--- src/verilog/emfm_cfg.svh ---
// Constants of the E1 transport frame mapper
// How it works
// - Each adapted frame carries exactly 5760 transport bytes, payload rate 1920 kbit/s.
// - Transport frame length field is 5760 bytes with this adaptation.
// - Transport bytes need no line frame alignment but each fills one whole timeslot.
// - Timeslot zero carries the sync byte, timeslot sixteen the supervision byte.
// - One adapted frame lasts 24 ms and spans 6144 byte timeslots.
// - Slot (q+phase) mod 32 is 0 sync, 16 supervision, else next transport byte.
// - Phase offset is a fixed constant between 0 and 31.
// - Bytes go out from element 0 through 6143, then the next frame starts.
// - Lowest numbered bit first, lowest addressed byte first.
// - Alignment gained on sync, then non-sync with bit 1 set, then sync again.
// - Alignment lost after three consecutive sync bytes received in error.
// - Serial output runs at the 2048 kbit/s line rate.
// - Only line frame mapping; no error correction or delay compensation.
`ifndef EMFM_CFG_SVH
`define EMFM_CFG_SVH
`define EMFM_FRAME_MS 24
`define EMFM_LINE_KBPS 2048
`define EMFM_PAYLOAD_KBPS 1920
`define EMFM_LAST_Q 13'h17ff
`define EMFM_TFL 13'h1680
`define EMFM_SYNC_POS 5'h00
`define EMFM_SUP_POS 5'h10
`define EMFM_RSV_SHIFT 4
`define EMFM_PHASE_DFLT 5'h04
`define EMFM_BIT_LAST 3'h7
`define EMFM_HALF_LAST 9'h0ff
`define EMFM_PAIR_LAST 9'h1ff
`define EMFM_FAS_PAT 8'hd8
`define EMFM_FAS_MASK 8'hfe
`define EMFM_NFAS_BIT 1
`define EMFM_LOSS_LIMIT 2'h3
`define EMFM_FILL_BYTE 8'hff
`define EMFM_FIFO_DEPTH 4
`endif

--- src/verilog/emfm_pkg.sv ---
// Types shared by the E1 transport frame mapper
package emfm_pkg;
	// One transport byte on its way to the line
	typedef struct packed {
		logic [7:0] data;
	} emfm_byte_t;
	// Receive alignment status pair
	typedef struct packed {
		logic aligned;
		logic lost;
	} emfm_align_t;
	// Receive alignment hunt states
	typedef enum logic [1:0] {
		RX_HUNT,
		RX_NFAS,
		RX_FAS2,
		RX_LOCK
	} emfm_rx_state_t;
endpackage : emfm_pkg

--- src/verilog/emfm_mapper.sv ---
// E1 transport frame mapper: payload FIFO, line framer and receive alignment
`timescale 1ns/1ps
`include "emfm_cfg.svh"

module emfm_fifo
	import emfm_pkg::*;
#(
	parameter int WIDTH = 8,
	parameter int DEPTH = `EMFM_FIFO_DEPTH
) (
	input wire logic ref_clk_in,
	input wire logic reset_n_in,
	input wire logic [WIDTH-1:0] in_data_in,
	input wire logic in_valid_in,
	output logic in_ready_out,
	output logic [WIDTH-1:0] out_data_out,
	output logic out_valid_out,
	input wire logic out_ready_in
);
	localparam int AW = (DEPTH > 1) ? $clog2(DEPTH) : 1;
	logic [WIDTH-1:0] mem [DEPTH];
	logic [AW-1:0] wr_ptr, rd_ptr, next_wr_ptr, next_rd_ptr;
	logic [AW:0] count, next_count;
	logic next_in_ready, next_out_valid, push, pop;

	// Pointer arithmetic wraps at any depth, not only powers of two
	function automatic logic [AW-1:0] bump(input logic [AW-1:0] p);
		bump = (p == AW'(DEPTH - 1)) ? '0 : p + 1'b1;
	endfunction : bump

	assign out_data_out = mem[rd_ptr];

	// Flags are registered so the ready seen upstream is a flop
	always_comb begin
		push = in_valid_in && in_ready_out;
		pop = out_valid_out && out_ready_in;
		next_wr_ptr = push ? bump(wr_ptr) : wr_ptr;
		next_rd_ptr = pop ? bump(rd_ptr) : rd_ptr;
		next_count = count + (AW+1)'(push) - (AW+1)'(pop);
		next_in_ready = next_count != (AW+1)'(DEPTH);
		next_out_valid = next_count != '0;
	end

	always_ff @(posedge ref_clk_in or negedge reset_n_in) begin
		if (!reset_n_in) begin
			wr_ptr <= '0;
			rd_ptr <= '0;
			count <= '0;
			in_ready_out <= 1'b1;
			out_valid_out <= 1'b0;
		end else begin
			wr_ptr <= next_wr_ptr;
			rd_ptr <= next_rd_ptr;
			count <= next_count;
			in_ready_out <= next_in_ready;
			out_valid_out <= next_out_valid;
		end
	end

	// Storage has no reset; only written words are ever read
	always_ff @(posedge ref_clk_in) begin
		if (push) begin
			mem[wr_ptr] <= in_data_in;
		end
	end
endmodule : emfm_fifo

module emfm_mapper
	import emfm_pkg::*;
#(
	parameter logic [4:0] PHASE = `EMFM_PHASE_DFLT
) (
	input wire logic ref_clk_in,
	input wire logic reset_n_in,
	input wire emfm_byte_t payload_in,
	input wire logic payload_valid_in,
	output logic payload_ready_out,
	input wire logic [7:0] line_frame_sync_byte_in,
	input wire logic [7:0] line_supervision_byte_in,
	input wire logic line_clk_in,
	input wire logic line_rx_data_in,
	output logic line_tx_data_out,
	output logic frame_start_out,
	output logic underrun_out,
	output emfm_align_t align_out,
	output logic [12:0] transport_frame_length_out
);

	// Payload buffer between the transport source and the framer
	emfm_byte_t fifo_data;
	logic fifo_valid, pop, fifo_ready;

	emfm_fifo #(
		.WIDTH($bits(emfm_byte_t)),
		.DEPTH(`EMFM_FIFO_DEPTH)
	) u_fifo (
		.ref_clk_in(ref_clk_in),
		.reset_n_in(reset_n_in),
		.in_data_in(payload_in),
		.in_valid_in(payload_valid_in),
		.in_ready_out(fifo_ready),
		.out_data_out(fifo_data),
		.out_valid_out(fifo_valid),
		.out_ready_in(pop)
	);
	assign payload_ready_out = fifo_ready;

	// Line clock and receive data pass two flops before use
	logic clk_m, clk_s, clk_d, rxd_m, rxd_s, rise;
	always_ff @(posedge ref_clk_in or negedge reset_n_in) begin
		if (!reset_n_in) begin
			clk_m <= 1'b0;
			clk_s <= 1'b0;
			clk_d <= 1'b0;
			rxd_m <= 1'b0;
			rxd_s <= 1'b0;
		end else begin
			clk_m <= line_clk_in;
			clk_s <= clk_m;
			clk_d <= clk_s;
			rxd_m <= line_rx_data_in;
			rxd_s <= rxd_m;
		end
	end
	// Every bit rides one line clock edge, so rate follows the line
	assign rise = clk_s && !clk_d;

	// Slot position within a line frame, phase shifted
	function automatic logic [4:0] slot_pos(input logic [12:0] q);
		slot_pos = q[4:0] + PHASE;
	endfunction : slot_pos
	// Transmit framer state
	logic [12:0] q, next_q, pay_cnt, next_pay_cnt;
	logic [2:0] bit_cnt, next_bit_cnt;
	logic [7:0] tx_sr, next_tx_sr, load_byte;
	logic next_tx_data, next_frame_start, next_underrun, load;
	logic [4:0] pos;
	// Byte selection and serialiser
	always_comb begin
		pos = slot_pos(q);
		load = rise && (bit_cnt == '0);
		pop = 1'b0;
		unique case (pos)
			`EMFM_SYNC_POS: load_byte = line_frame_sync_byte_in;
			`EMFM_SUP_POS: load_byte = line_supervision_byte_in;
			default: begin
				// Payload slots take the next transport byte whole
				load_byte = fifo_valid ? fifo_data.data : `EMFM_FILL_BYTE;
				pop = load && fifo_valid;
			end
		endcase
		next_q = q;
		next_bit_cnt = bit_cnt;
		next_tx_sr = tx_sr;
		next_tx_data = line_tx_data_out;
		next_pay_cnt = pay_cnt;
		next_frame_start = 1'b0;
		next_underrun = 1'b0;
		if (rise) begin
			next_bit_cnt = bit_cnt + 3'h1;
			if (load) begin
				// Lowest numbered bit leaves first
				next_tx_data = load_byte[0];
				next_tx_sr = {1'b0, load_byte[7:1]};
				next_frame_start = q == '0;
				if (pos != `EMFM_SYNC_POS && pos != `EMFM_SUP_POS) begin
					next_pay_cnt = ((q == '0) ? 13'h0 : pay_cnt) + 13'h1;
					next_underrun = !fifo_valid;
				end else if (q == '0) begin
					next_pay_cnt = '0;
				end
			end else begin
				next_tx_data = tx_sr[0];
				next_tx_sr = {1'b0, tx_sr[7:1]};
			end
			if (bit_cnt == `EMFM_BIT_LAST) begin
				// Array read in order, wrapping after the last element
				next_q = (q == `EMFM_LAST_Q) ? '0 : q + 13'h1;
			end
		end
	end

	// Framer registers; no coding or delay stage is added here
	always_ff @(posedge ref_clk_in or negedge reset_n_in) begin
		if (!reset_n_in) begin
			q <= '0;
			bit_cnt <= '0;
			tx_sr <= '0;
			pay_cnt <= '0;
			line_tx_data_out <= 1'b1;
			frame_start_out <= 1'b0;
			underrun_out <= 1'b0;
			transport_frame_length_out <= '0;
		end else begin
			q <= next_q;
			bit_cnt <= next_bit_cnt;
			tx_sr <= next_tx_sr;
			pay_cnt <= next_pay_cnt;
			line_tx_data_out <= next_tx_data;
			frame_start_out <= next_frame_start;
			underrun_out <= next_underrun;
			transport_frame_length_out <= `EMFM_TFL;
		end
	end

	// Receive alignment state
	emfm_rx_state_t rx_state, next_rx_state;
	logic [7:0] rx_sr, next_rx_sr;
	logic [8:0] rx_cnt, next_rx_cnt;
	logic [1:0] err_cnt, next_err_cnt;
	emfm_align_t next_align;
	logic fas_hit, chk_half, chk_pair;

	// Hunt, confirm and hold alignment on the received bit stream
	always_comb begin
		next_rx_sr = rise ? {rxd_s, rx_sr[7:1]} : rx_sr;
		fas_hit = (next_rx_sr & `EMFM_FAS_MASK) == `EMFM_FAS_PAT;
		chk_half = rise && rx_cnt == `EMFM_HALF_LAST;
		chk_pair = rise && rx_cnt == `EMFM_PAIR_LAST;
		next_rx_state = rx_state;
		next_rx_cnt = rise ? rx_cnt + 9'h1 : rx_cnt;
		next_err_cnt = err_cnt;
		next_align.aligned = align_out.aligned;
		next_align.lost = 1'b0;
		unique case (rx_state)
			RX_HUNT: begin
				if (rise && fas_hit) begin
					next_rx_state = RX_NFAS;
					next_rx_cnt = '0;
				end
			end
			RX_NFAS: begin
				if (chk_half) begin
					// Next frame must lack sync and carry bit 1 high
					if (!fas_hit && next_rx_sr[`EMFM_NFAS_BIT]) begin
						next_rx_state = RX_FAS2;
					end else begin
						next_rx_state = RX_HUNT;
					end
				end
			end
			RX_FAS2: begin
				if (chk_pair) begin
					next_rx_state = fas_hit ? RX_LOCK : RX_HUNT;
					next_align.aligned = fas_hit;
					next_err_cnt = '0;
				end
			end
			RX_LOCK: begin
				if (chk_pair) begin
					if (fas_hit) begin
						next_err_cnt = '0;
					end else if (err_cnt + 2'h1 == `EMFM_LOSS_LIMIT) begin
						// Third bad sync byte in a row drops alignment
						next_rx_state = RX_HUNT;
						next_align.aligned = 1'b0;
						next_align.lost = 1'b1;
						next_err_cnt = '0;
					end else begin
						next_err_cnt = err_cnt + 2'h1;
					end
				end
			end
		endcase
	end

	always_ff @(posedge ref_clk_in or negedge reset_n_in) begin
		if (!reset_n_in) begin
			rx_state <= RX_HUNT;
			rx_sr <= '0;
			rx_cnt <= '0;
			err_cnt <= '0;
			align_out <= '0;
		end else begin
			rx_state <= next_rx_state;
			rx_sr <= next_rx_sr;
			rx_cnt <= next_rx_cnt;
			err_cnt <= next_err_cnt;
			align_out <= next_align;
		end
	end
endmodule : emfm_mapper

--- config.mk ---
export PLATFORM = sky130hd
export DESIGN_NAME = emfm_mapper
export DESIGN_NICKNAME = d
export VERILOG_FILES = /design/src/verilog/emfm_pkg.sv /design/src/verilog/emfm_mapper.sv
export VERILOG_INCLUDE_DIRS = /design/src /design/src/verilog
export SDC_FILE = /design/constraint.sdc
export NUM_CORES = 1
export LEC_CHECK = 0
export BUFFER_PORTS_ARGS = -buffer_cell sky130_fd_sc_hd__buf_2
export CAP_MARGIN = 20
export CORE_ASPECT_RATIO = 0.7
export CORE_MARGIN = 5
export CORE_UTILIZATION = 39
export DETAILED_ROUTE_END_ITERATION = 10
export GPL_TIMING_DRIVEN = 0
export PLACE_DENSITY_LB_ADDON = 0.05
export SYNTH_ARGS = -nofsm -noshare
export SYNTH_HDL_FRONTEND = slang
export SYNTH_HIERARCHICAL = 1
export SYNTH_SLANG_ARGS = --single-unit
--- constraint.sdc ---
create_clock -name ref_clk_in -period 3.8 [get_ports ref_clk_in]
set_input_delay 0.38 -clock ref_clk_in [delete_from_list [all_inputs] [get_ports ref_clk_in]]
set_output_delay 0.38 -clock ref_clk_in [all_outputs]
set_load 0.01 [all_outputs]
# Yosys cells after proc, flatten, opt, wreduce, memory -nomap -nowiden
# Memories as Yosys holds them, arrays and structs flattened.
# Cells that the tools add are included.
[word_totals]
regBits = 65
mem_bits_rw = 32
inputBits = 29
output_inout_bits = 19
elab_cells = 118
memories = 1
[mem_list]
columns = ["name", "depth", "word_bits", "read_ports", "rd_ports_with_merged_regs", "write_ports", "line", "text"]
rows = [
  ["u_fifo.mem", 4, 8, 1, 0, 1, "emfm_mapper.sv:21", "logic [WIDTH-1:0] mem [DEPTH];"],
]
[classes]
n_addsub = 9
eq_ne = 20
muxes = 39
reduce_logical = 25
[ops]
columns = ["cell", "count"]
rows = [
  ["two-way mux 2 bit", 17],
  ["two-way mux 9 bit", 3],
  ["two-way mux 8 bit", 2],
  ["one-hot mux 8 bit (2 select lines)", 1],
  ["adder 13 x 1 -> 13 bit, second input constant", 1],
  ["equality test 13 bit, second input constant", 1],
  ["zero test 13 bit", 1],
  ["two-way mux 13 bit", 1],
  ["inequality test 2 bit, second input constant", 6],
  ["two-way mux 1 bit", 11],
  ["equality test 2 bit, second input constant", 5],
  ["logical AND 1 bit", 10],
  ["adder 9 x 1 -> 9 bit, second input constant", 1],
  ["equality test 9 x 8 -> 1 bit, second input constant", 1],
  ["equality test 9 bit, second input constant", 1],
  ["one-hot mux 2 bit (4 select lines)", 1],
  ["equality test 7 bit, second input constant", 1],
  ["two-way mux 7 bit", 1],
  ["adder 2 x 1 -> 2 bit, second input constant", 3],
  ["AND reduction 6 bit", 1],
  ["adder 5 x 3 -> 5 bit, second input constant", 1],
  ["equality test 5 bit, second input constant", 1],
  ["zero test 5 bit", 1],
  ["inequality test 5 bit, second input constant", 1],
  ["18 further kinds", 20],
]

# Longest topological paths before layout
# Gate-level depths: netlist of the first run.
[logic_depth]
ltp_word = 9
depth_mapped = 14
mapped_depth_nobuf = 12

# By module
# The synthesis of the first run kept the hierarchy.
[by_module_without_submodules]
columns = ["mod", "instances", "cells_per_inst", "area_per_inst_um2", "seq_area_each_um2"]
rows = [
  ["emfm_mapper", 1, 290, 2780.2, 1352.5],
  ["emfm_fifo", 1, 81, 1635.3, 1187.4],
]

# Worst setup path before layout of the first run
# No wires, ideal clock.
[synth_timing]
path_type = "reg2reg"
startpoint = "reg q[0]"
endpoint = "reg u_fifo.out_valid_out"
setup_ns = 0.121
arrival_time_ns = 2.590
t_required_ns = 3.679
slack_ns = 1.088
stages_incl_launch_ff = 15
path_buffers = 2
period_less_slack_ns = 2.712
path_cell_list = "dfrtp_1 > inv_1 > ha_1 > and3_1 > clkbuf_1 > buf_2 > nor4_1 > nand2_1 > inv_1 > ha_1 > inv_1 > ha_1 > fa_1 > xnor3_1 > nand2b_1"
[synth_via]
elab_chain_cells = 7
elab_cells_between_ends = 8
cone_classes = "2 x add/sub; 1 x eq/ne; 1 x mux; 4 x reduce/logical"
[synth_rtl]
columns = ["item", "line", "text"]
rows = [
  ["start, declared", "emfm_mapper.sv:133", "logic [12:0] q, next_q, pay_cnt, next_pay_cnt;"],
  ["start signal, assigned", "emfm_mapper.sv:195", "q <= next_q;"],
  ["adder 5 x 3 -> 5 bit *", "emfm_mapper.sv:130", "slot_pos = q[4:0] + PHASE;"],
  ["equality test 5 bit or zero test 5 bit (tied branches)", "emfm_mapper.sv:143", "unique case (pos)"],
  ["OR reduction 2 bit (no source line) *", "--", ""],
  ["two-way mux 1 bit *", "emfm_mapper.sv:143", ""],
  ["via pop", "emfm_mapper.sv:91", "logic fifo_valid, pop, fifo_ready;"],
  ["logical AND 1 bit *", "emfm_mapper.sv:36", "pop = out_valid_out && out_ready_in;"],
  ["via u_fifo.pop", "emfm_mapper.sv:24", "logic next_in_ready, next_out_valid, push, pop;"],
  ["subtractor 3 x 1 -> 3 bit *", "emfm_mapper.sv:39", "next_count = count + (AW+1)'(push) - (AW+1)'(pop);"],
  ["via u_fifo.next_count[2]", "emfm_mapper.sv:23", "logic [AW:0] count, next_count;"],
  ["nonzero test 3 bit *", "emfm_mapper.sv:41", "next_out_valid = next_count != '0;"],
  ["via u_fifo.next_out_valid", "emfm_mapper.sv:24", ""],
  ["end signal, assigned", "emfm_mapper.sv:56", "out_valid_out <= next_out_valid;"],
  ["end, declared", "emfm_mapper.sv:17", "output logic out_valid_out,"],
]
# The timed path passes the listed nets; every way through them passes the cells marked *.
# A chain may end at the register's enable or synchronous reset.

# Worst setup path after layout of the first run
# Same ends and word-level chain as after synthesis.

==> out/metrics.cfg, run 1 <==
[synth]
post-synth-top-count-cell=sky130_fd_sc_hd__dfrtp_1
synth_sequential_area_ratio_pct=57.5
synth_ff_type=sky130_fd_sc_hd__dfrtp_1
post_synth_instance_area_sq_um=4420
yosys_register_bits=95
top_cells_by_instance_count_after_synthesis=sky130_fd_sc_hd__dfrtp_1 (61), sky130_fd_sc_hd__nand2_1 (38), sky130_fd_sc_hd__edfxtp_1 (32)
synth_area_leader_cell=sky130_fd_sc_hd__dfrtp_1
synth_async_sr_flop_share_pct=66.3
synth.yosys.warnings=6
post_synth_main_area_contributors=sky130_fd_sc_hd__dfrtp_1 (35%), sky130_fd_sc_hd__edfxtp_1 (22%), sky130_fd_sc_hd__ha_1 (4.3%)
post_synth_inst_count=371
yosysUniqueCellTypes=49
syn_area_per_cell_sq_um=11.9
yosys.area.top_type_share_pct=34.6
synth_enable_flop_cells=32

[routing]
vias=2865
dr.first_iter.drc_count=121
wire_per_inst_um=15.0
finalWirelength_mm=8.77
met1_length_mm=4.72
route.top_layer_used=met4
final_antenna_net_count=0
dr_wl_met3_um=399
drt_first_pass_iters=4
viasPerCell=4.89
wl_met2_mm=3.51
number_of_drc_violations_after_detailed_routing=0

[sta]
final_max_slew_viol_count=0
max_slew_margin_pct=45.8
final.setup_skew_ns=0.00593
fin_crit_sh_pct=81.9
fmax_mhz=321
timing_worst_slew_pin_value_ns=0.813
grt_setup_unrepaired=no
timing.final.crit_period_ns=3.11
setup_total_negative_slack_ns=0
final-hold-violation-count=0
finalSetupViolCount=0

[critical_path]
cp_cell_sequence=inv_1, ha_1, and3_1, clkbuf_1, buf_2, nor4_1, nand2_1, inv_1, ha_1, inv_1, ha_1, fa_1, xnor3_1, nand2b_1
cp_top_family=adder cells
required_ns=4.03
worst_r2r_path_depth=14
critPathMaxFanout=10
path_class=reg -> reg
r2r_end=u_fifo/out_valid_out
critical_path.reg2reg.startpoint=q[0]
worst_setup_path_end_kind=flip-flop
worst_path_largest_cell_delay_ns=0.42
worstPathBufferInverterCount=5
rrSetupSlack_ns=0.69
critical-path-slowest-cell=sky130_fd_sc_hd__dfrtp_1
critical_path.startpoint_type=flip-flop
cp_data_arrival_time_ns=3.34

[clock_network]
tritoncts.num_buffers=9
clock_latency_ns=0.34
path_clk_slew_ns=0.06
htree_num_levels=3
post_cts_resize_count=0
cts_hold_buffers=0
cts_setup_buffers=0
cts_tree=built
clk_path_buf_depth=2
ctsRootBufferMaster=sky130_fd_sc_hd__clkbuf_16
cts.sinks=95

[placement]
port_buffers=38
final_gp_congestion=0.765
placed_cell_area_sq_um=4830
dp.final_hpwl_mm=6.19

[min_path]
timing.hold.worst.class=in -> async

[global_routing]
pin_count_of_the_biggest_net_entering_global_routing=64
globalRoute.totalOverflow=0
grtUsageTotal_pct=14.0
first_global_vias=2814
initial_antenna_violation_count=0
grt_pass1_wl_mm=14.7

[floorplan]
die_height_um=99.0
num_io_pins=48
initial_utilization_pct=40.0
floorplan.die_area_sq_um=13600
floorplan.rows=32
die-width_um=137
core_region_area_sq_um=11100

[finish]
num-nets-final=473
fraction_of_layout_cells_with_a_size_suffix_above_1_pct=20.1
area_growth_syn_to_layout_pct=15.8
n_antenna_cell=0
finish.instance_area_sq_um=5110

[job]
max-cap-violations=0

[power_and_ir_drop]
power.static_leakage_nw=2.19
power_density_nw_per_um2=600
vdd_drop_max_v=0.000269

[run_status]
status=completed

[metrics by stage]
stage / power [mW] / setup WS (ns) / cells / utilization, % / hold slack (ns)
after floorplan: 1.99 / 1.09 / 379 / - / 0.0844
after global placement: 2.20 / 0.674 / 570 / 43.7 / 0.336
after detailed placement: 2.22 / 0.687 / 570 / 43.7 / 0.335
after CTS: 3.12 / 0.675 / 586 / 46.3 / 0.122
after global routing: 3.28 / 0.449 / 586 / 46.3 / 0.129
final: 3.07 / 0.689 / 586 / 46.3 / 0.136
[layer usage]
layer	global-route usage, %	vias up
met5	0	-
li1	-	1409
met3	3.83	11
met1	21.0	1396
met2	19.2	49
met4	4.83	0
[sequential cells by signal, summed over array words and instances, names as in the netlist, 2 cells and up]
signal / cells
align_out: 2
bit_cnt: 3
err_cnt: 2
q: 13
rx_cnt: 9
rx_sr: 7
rx_state: 2
tx_sr: 7
u_fifo/count: 3
u_fifo/mem: 32
u_fifo/rd_ptr: 2
u_fifo/wr_ptr: 2
[layout make-up]
type / instances / area [sq um]
tap: 153 / 191
buffer: 26 / 161
sequential: 95 / 2540
clock buffer: 12 / 236
timing repair buffer: 38 / 193
multi-input combinational: 240 / 1680
clock inverter: 4 / 47.5
fill: 1064 / 5940
inverter: 18 / 67.6
[power by group]
group          switching (mW)  internal [mW]  total, mW
clock                   0.369          0.509      0.877
sequential              0.133           1.29       1.42
combinational           0.401          0.367      0.768
[logic make-up after synthesis]
logic type | Yosys count | share of synthesized area (%)
and+or+nand+nor | 132 | 15.1
DFF | 95 | 57.5
buffers and inverters | 44 | 5.19
AOI/OAI and AO/OA | 42 | 6.04
muxes | 22 | 7.42
xor gates and xnor gates | 18 | 3.88
adders and majority gates | 16 | 4.70
other | 2 | 0.170
[placed cells by master, fill, tap and decap left out, drive strengths merged, types with 10 or more instances in the layout]
| cell | synthesis | final |
|---|---|---|
| edfxtp | 32 | 32 |
| nand2 | 38 | 38 |
| inv | 17 | 17 |
| xnor2 | 11 | 11 |
| conb | 2 | 10 |
| clkbuf | 9 | 21 |
| nor3 | 14 | 14 |
| a21oi | 18 | 18 |
| ha | 15 | 15 |
| nor2 | 31 | 31 |
| dfrtp | 61 | 61 |
| buf | 17 | 55 |
[worst max path at each step]
stage               depth (start not counted)  slack, ns  from              endpoint
finish                                     14       0.69  q[0]  u_fifo/out_valid_out
global route                               14       0.45  q[0]  u_fifo/out_valid_out
CTS                                        14       0.68  q[0]  u_fifo/out_valid_out
detailed placement                         14       0.69  q[0]  u_fifo/out_valid_out
global placement                           14       0.67  q[0]  u_fifo/out_valid_out
floorplan                                  14       1.09  q[0]  u_fifo/out_valid_out
(Power assumes the default switching activity.)
==> inputs of run 2 (changes only) <==
==> constraint.sdc (replaced) <==
create_clock -name ref_clk_in -period 2.79 [get_ports ref_clk_in]
set_input_delay 0.279 -clock ref_clk_in [delete_from_list [all_inputs] [get_ports ref_clk_in]]
set_output_delay 0.279 -clock ref_clk_in [all_outputs]
set_load 0.01 [all_outputs]
==> out/metrics.cfg, run 2 (same netlist as run 1, synthesis figures left out) <==
[run_status]
status=completed

[routing]
dr_wl_met3_um=385  ; -3.5%
vias=2842  ; -0.80%
wl_met2_mm=3.47  ; -1.0%
final_antenna_net_count=0  ; unchanged
dr.first_iter.drc_count=130  ; +7.4%
viasPerCell=4.87  ; -0.29%
wire_per_inst_um=15.0  ; +0.29%
finalWirelength_mm=8.75  ; -0.23%
met1_length_mm=4.75  ; +0.61%
number_of_drc_violations_after_detailed_routing=0  ; unchanged
route.top_layer_used=met4
drt_first_pass_iters=4  ; unchanged

[power_and_ir_drop]
power.static_leakage_nw=2.19  ; about the same
power_density_nw_per_um2=820  ; +37%
fin_total_pwr_mw=4.20  ; +37%
vdd_drop_max_v=0.000364  ; +35%

[clock_network]
ctsRootBufferMaster=sky130_fd_sc_hd__clkbuf_16
cts_hold_buffers=0  ; unchanged
path_clk_slew_ns=0.07  ; about the same
tritoncts.num_buffers=9  ; unchanged
htree_num_levels=3  ; unchanged
clock_latency_ns=0.34  ; about the same
cts.sinks=95  ; unchanged
cts_tree=built
clk_path_buf_depth=2  ; unchanged

[finish]
fraction_of_layout_cells_with_a_size_suffix_above_1_pct=20.9  ; +0.84 points
largest_register_ff_count=32  ; unchanged
mostFrequentLayoutCell=sky130_fd_sc_hd__dfrtp_1
final_core_util_pct=46.3  ; +0.068 points
biggestRegsByFlops=u_fifo/mem (32), q (13), rx_cnt (9)
mostFrequentLayoutCells=sky130_fd_sc_hd__dfrtp_1 (61), sky130_fd_sc_hd__buf_2 (39), sky130_fd_sc_hd__nand2_1 (38)
n_antenna_cell=0  ; unchanged
max_flop_register=u_fifo/mem
num-nets-final=470  ; -0.63%
area_growth_syn_to_layout_pct=16.0
layout.cells.non_filler=583  ; -0.51%

[critical_path]
worst_setup_path_end_kind=flip-flop
critPathMaxFanout=18  ; +8
cp-startpoint=q[1]
required_ns=3.02  ; -1.01 ns
critical_path.startpoint_type=flip-flop
rrSetupSlack_ns=0.17  ; -0.52 ns
crit_path_end=u_fifo/out_valid_out
critical_path.reg2reg.startpoint=q[1]
cp_data_arrival_time_ns=2.84  ; -0.50 ns
path_class=reg -> reg
worst_r2r_path_depth=12  ; -2
r2r_end=u_fifo/out_valid_out

[global_routing]
grtUsageTotal_pct=13.9  ; -0.043 points
first_global_vias=2819  ; +0.18%
initial_antenna_violation_count=0  ; unchanged
globalRoute.totalOverflow=0  ; unchanged
grt_pass1_wl_mm=14.7  ; -0.19%
pin_count_of_the_biggest_net_entering_global_routing=64  ; unchanged

[sta]
final.setup_skew_ns=0.00651  ; +0.000581 ns
final_critical_path_setup_slack_ns=0.173  ; -0.517 ns
finalSetupViolCount=0  ; unchanged
timing.final.crit_period_ns=2.62  ; -0.493 ns
max_slew_margin_pct=45.5  ; -0.34 points
final_max_slew_viol_count=0  ; unchanged
final-hold-violation-count=0  ; unchanged
fmax_mhz=382  ; +19%
fin_crit_sh_pct=93.8  ; +12 points
timing_worst_slew_pin_value_ns=0.818  ; +0.00508 ns
grt_setup_unrepaired=no

[min_path]
timing.hold.worst.class=in -> async

[placement]
final_gp_congestion=0.765  ; unchanged
detailedPlace.worstSlack_ns=-0.323  ; -1.01 ns
dp.final_hpwl_mm=6.19  ; unchanged
dpl.cell_count=570  ; unchanged
port_buffers=38  ; unchanged

[floorplan]
num_io_pins=48  ; unchanged
core_region_area_sq_um=11100  ; unchanged
initial_utilization_pct=40.0  ; unchanged
die-width_um=137  ; unchanged
die_height_um=99.0  ; unchanged
floorplan.rows=32  ; unchanged
floorplan.die_area_sq_um=13600  ; unchanged

[job]
max-cap-violations=0  ; unchanged

-- run 2: repair_timing --
item	CTS	global route
setup endpoints to repair	4	2
buffers inserted	0	2
pin swaps	0	0
gates resized for setup	3	2
-- run 2: area by class of cell --
cell class,count,area [sq um]
clock inverter,4,47.5
buffer,21,141
timing repair buffer,40,208
tap,153,191
multi-input combinational,240,1690
clock buffer,12,236
inverter,18,67.6
sequential,95,2540
fill,1060,5930
-- run 2: power by group --
| part | internal (mW) | total (mW) | switching (mW) |
|---|---|---|---|
| Sequential | 1.76 | 1.94 | 0.181 |
| Clock | 0.693 | 1.20 | 0.502 |
| Combinational | 0.518 | 1.07 | 0.547 |
| Total | 2.97 | 4.20 | 1.23 |
-- run 2: critical path: stages, from the launching register on --
cell and delay, ns:
sky130_fd_sc_hd__dfrtp_1 0.41, sky130_fd_sc_hd__inv_1 0.08, sky130_fd_sc_hd__ha_1 0.18, sky130_fd_sc_hd__and3_4 0.32
sky130_fd_sc_hd__nor4_1 0.08, sky130_fd_sc_hd__nand2_1 0.13, sky130_fd_sc_hd__inv_1 0.06, sky130_fd_sc_hd__ha_1 0.27
sky130_fd_sc_hd__inv_1 0.04, sky130_fd_sc_hd__ha_1 0.19, sky130_fd_sc_hd__fa_1 0.37, sky130_fd_sc_hd__xnor3_1 0.21
sky130_fd_sc_hd__nand2b_1 0.16
-- run 2: worst min path at each step --
stage / startpoint / slack [ns] / cells after the start / end
6_report: reset_n_in / 0.04 / 1 / q[3]
5_1_grt: line_clk_in / 0.03 / 1 / clk_m
4_1_cts: line_rx_data_in / 0.02 / 1 / rxd_m
3_5_place_dp: clk_m / 0.33 / 0 / clk_s
3_3_place_gp: clk_m / 0.34 / 0 / clk_s
2_1_floorplan: reset_n_in / -0.02 / 0 / align_out[0]
-- run 2: metrics by stage --
stage | instance area [sq um] | hold WS [ns] | setup TNS (ns)
after floorplan | 4450 | -0.0166 | 0
after global placement | 4830 | 0.336 | -0.782
after detailed placement | 4830 | 0.335 | -0.800
after CTS | 5100 | 0.0214 | 0
after global routing | 5120 | 0.0280 | 0
final | 5120 | 0.0360 | 0
-- run 2: layer usage --
| layer | GRT usage [%] | up-vias |
|---|---|---|
| met5 | 0 | - |
| met4 | 4.83 | 0 |
| met3 | 3.83 | 11 |
| met2 | 19.1 | 49 |
| met1 | 20.9 | 1382 |
| li1 | - | 1400 |
==> inputs of run 3 (changes only) <==
--- a/config.mk
+++ b/config.mk
@@ -11,6 +11,7 @@
 export CORE_ASPECT_RATIO = 0.7
 export CORE_MARGIN = 5
 export CORE_UTILIZATION = 39
+export CTS_BUF_LIST = sky130_fd_sc_hd__clkbuf_16
 export DETAILED_ROUTE_END_ITERATION = 10
 export GPL_TIMING_DRIVEN = 0
 export PLACE_DENSITY_LB_ADDON = 0.05
==> out/metrics.cfg, run 3 (same netlist as run 1, synthesis figures left out) <==
[power_and_ir_drop]
power.static_leakage_nw=2.20  ; +0.57%
fin_total_pwr_mw=4.19  ; -0.30%
vdd_drop_max_v=0.000364  ; about the same
power_density_nw_per_um2=817  ; -0.30%

[floorplan]
initial_utilization_pct=40.0  ; unchanged
core_region_area_sq_um=11100  ; unchanged
floorplan.die_area_sq_um=13600  ; unchanged
die_height_um=99.0  ; unchanged
die-width_um=137  ; unchanged
floorplan.rows=32  ; unchanged
num_io_pins=48  ; unchanged

[sta]
timing_worst_slew_pin_value_ns=0.817  ; -0.000581 ns
grt_setup_unrepaired=no
timing.final.crit_period_ns=2.62  ; -0.00157 ns
final-hold-violation-count=0  ; unchanged
max_slew_margin_pct=45.5  ; about the same
fmax_mhz=382  ; about the same
fin_crit_sh_pct=93.8  ; about the same
final_critical_path_setup_slack_ns=0.174  ; +0.00157 ns
finalSetupViolCount=0  ; unchanged
final.setup_skew_ns=0.00669  ; +0.000180 ns
final_max_slew_viol_count=0  ; unchanged

[critical_path]
crit_path_end=u_fifo/out_valid_out
cp_data_arrival_time_ns=2.84  ; about the same
critical_path.reg2reg.startpoint=q[1]
rrSetupSlack_ns=0.17  ; about the same
worst_setup_path_end_kind=flip-flop
path_class=reg -> reg
cp-startpoint=q[1]
worst_r2r_path_depth=12  ; unchanged
required_ns=3.02  ; about the same
critPathMaxFanout=18  ; unchanged
critical_path.startpoint_type=flip-flop
r2r_end=u_fifo/out_valid_out

[routing]
dr.first_iter.drc_count=135  ; +3.8%
wire_per_inst_um=15.0  ; about the same
viasPerCell=4.87  ; -0.18%
finalWirelength_mm=8.75  ; about the same
drt_first_pass_iters=4  ; unchanged
vias=2837  ; -0.18%
number_of_drc_violations_after_detailed_routing=0  ; unchanged
final_antenna_net_count=0  ; unchanged

[finish]
n_antenna_cell=0  ; unchanged
num-fill-cells=1060  ; unchanged
finish.instance_area_sq_um=5120  ; unchanged
layout.cells.non_filler=583  ; unchanged
biggestRegsByFlops=u_fifo/mem (32), q (13), rx_cnt (9)
fraction_of_layout_cells_with_a_size_suffix_above_1_pct=20.9  ; unchanged
layout.area.seq_sq_um=2540  ; unchanged
total_area_of_multi_input_combinational_cells_sq_um=1690  ; unchanged
mostFrequentLayoutCell=sky130_fd_sc_hd__dfrtp_1
largest_register_ff_count=32  ; unchanged
area_growth_syn_to_layout_pct=16.0  ; unchanged
num-nets-final=470  ; unchanged
max_flop_register=u_fifo/mem
final_core_util_pct=46.3  ; unchanged
mostFrequentLayoutCells=sky130_fd_sc_hd__dfrtp_1 (61), sky130_fd_sc_hd__buf_2 (39), sky130_fd_sc_hd__nand2_1 (38)

[clock_network]
cts_tree=built
ctsRootBufferMaster=sky130_fd_sc_hd__clkbuf_16
htree_num_levels=3  ; unchanged
clock_latency_ns=0.34  ; about the same
cts.sinks=95  ; unchanged
tritoncts.num_buffers=9  ; unchanged
clk_path_buf_depth=2  ; unchanged
path_clk_slew_ns=0.07  ; about the same

[run_status]
status=completed

[global_routing]
globalRoute.totalOverflow=0  ; unchanged
pin_count_of_the_biggest_net_entering_global_routing=64  ; unchanged
grtUsageTotal_pct=13.9  ; unchanged
first_global_vias=2819  ; unchanged
initial_antenna_violation_count=0  ; unchanged
grt_pass1_wl_mm=14.7  ; unchanged

[placement]
detailedPlace.worstSlack_ns=-0.323  ; unchanged
placed_cell_area_sq_um=4830  ; unchanged
dp.final_hpwl_mm=6.19  ; unchanged
port_buffers=38  ; unchanged
dpl.cell_count=570  ; unchanged
final_gp_congestion=0.765  ; unchanged

[job]
max-cap-violations=0  ; unchanged

[min_path]
timing.hold.worst.class=in -> async

## run 3: cell count changes in the layout (fill, tap and decap cells not counted)
| cell | before | now |
|---|---|---|
| sky130_fd_sc_hd__inv_1 | 17 | 20 |
| sky130_fd_sc_hd__clkbuf_1 | 8 | 5 |
## run 3: where the power goes
group | internal, mW | leakage, nW | total (mW) | switching, mW
registers | 1.76 | 1.09 | 1.94 | 0.180
clock network | 0.682 | 0.149 | 1.18 | 0.503
logic | 0.518 | 0.962 | 1.06 | 0.547
total | 2.96 | 2.20 | 4.19 | 1.23
## run 3: layout make-up
cell class,instances,share of cell area (%)
Sequential cell,95,49.6
Clock inverter,7,1.15
Inverter,18,1.32
Multi-Input combinational cell,240,33.0
Tap cell,153,3.74
Buffer,21,2.76
Clock buffer,9,4.40
Timing Repair Buffer,40,4.06
## run 3: critical path: stages (launching register included)
cell	delay, ns
sky130_fd_sc_hd__dfrtp_1	0.41
sky130_fd_sc_hd__inv_1	0.08
sky130_fd_sc_hd__ha_1	0.18
sky130_fd_sc_hd__and3_4	0.32
sky130_fd_sc_hd__nor4_1	0.08
sky130_fd_sc_hd__nand2_1	0.12
sky130_fd_sc_hd__inv_1	0.06
sky130_fd_sc_hd__ha_1	0.27
sky130_fd_sc_hd__inv_1	0.04
sky130_fd_sc_hd__ha_1	0.19
sky130_fd_sc_hd__fa_1	0.37
sky130_fd_sc_hd__xnor3_1	0.21
sky130_fd_sc_hd__nand2b_1	0.16
## run 3: layer usage
layer | wire, um | vias up | GRT usage (%)
li1 | - | 1400 | -
met1 | 4750 | 1377 | 20.9
met2 | 3480 | 49 | 19.1
met3 | 380 | 11 | 3.83
met4 | 140 | 0 | 4.83
met5 | 0 | - | 0
## run 3: how the worst min path moves through the flow
stage / start / to / slack, ns / cells past startpoint
CTS: line_rx_data_in / rxd_m / 0.02 / 1
detailed placement: clk_m / clk_s / 0.33 / 0
global route: line_clk_in / clk_m / 0.03 / 1
finish: reset_n_in / q[3] / 0.04 / 1
global placement: clk_m / clk_s / 0.34 / 0
floorplan: reset_n_in / align_out[0] / -0.02 / 0
## run 3: timing repair
item                                    CTS  global route
setup buffers                             0             2
endpoints found under the setup margin    4             2
resized for setup                         3             2
hold buffers                              0             0
## run 3: stage by stage
stage | hold WS, ns | setup TNS [ns]
finish | 0.0359 | 0
floorplan | -0.0166 | 0
CTS | 0.0212 | 0
detailed placement | 0.335 | -0.800
global placement | 0.336 | -0.782
global route | 0.0279 | 0
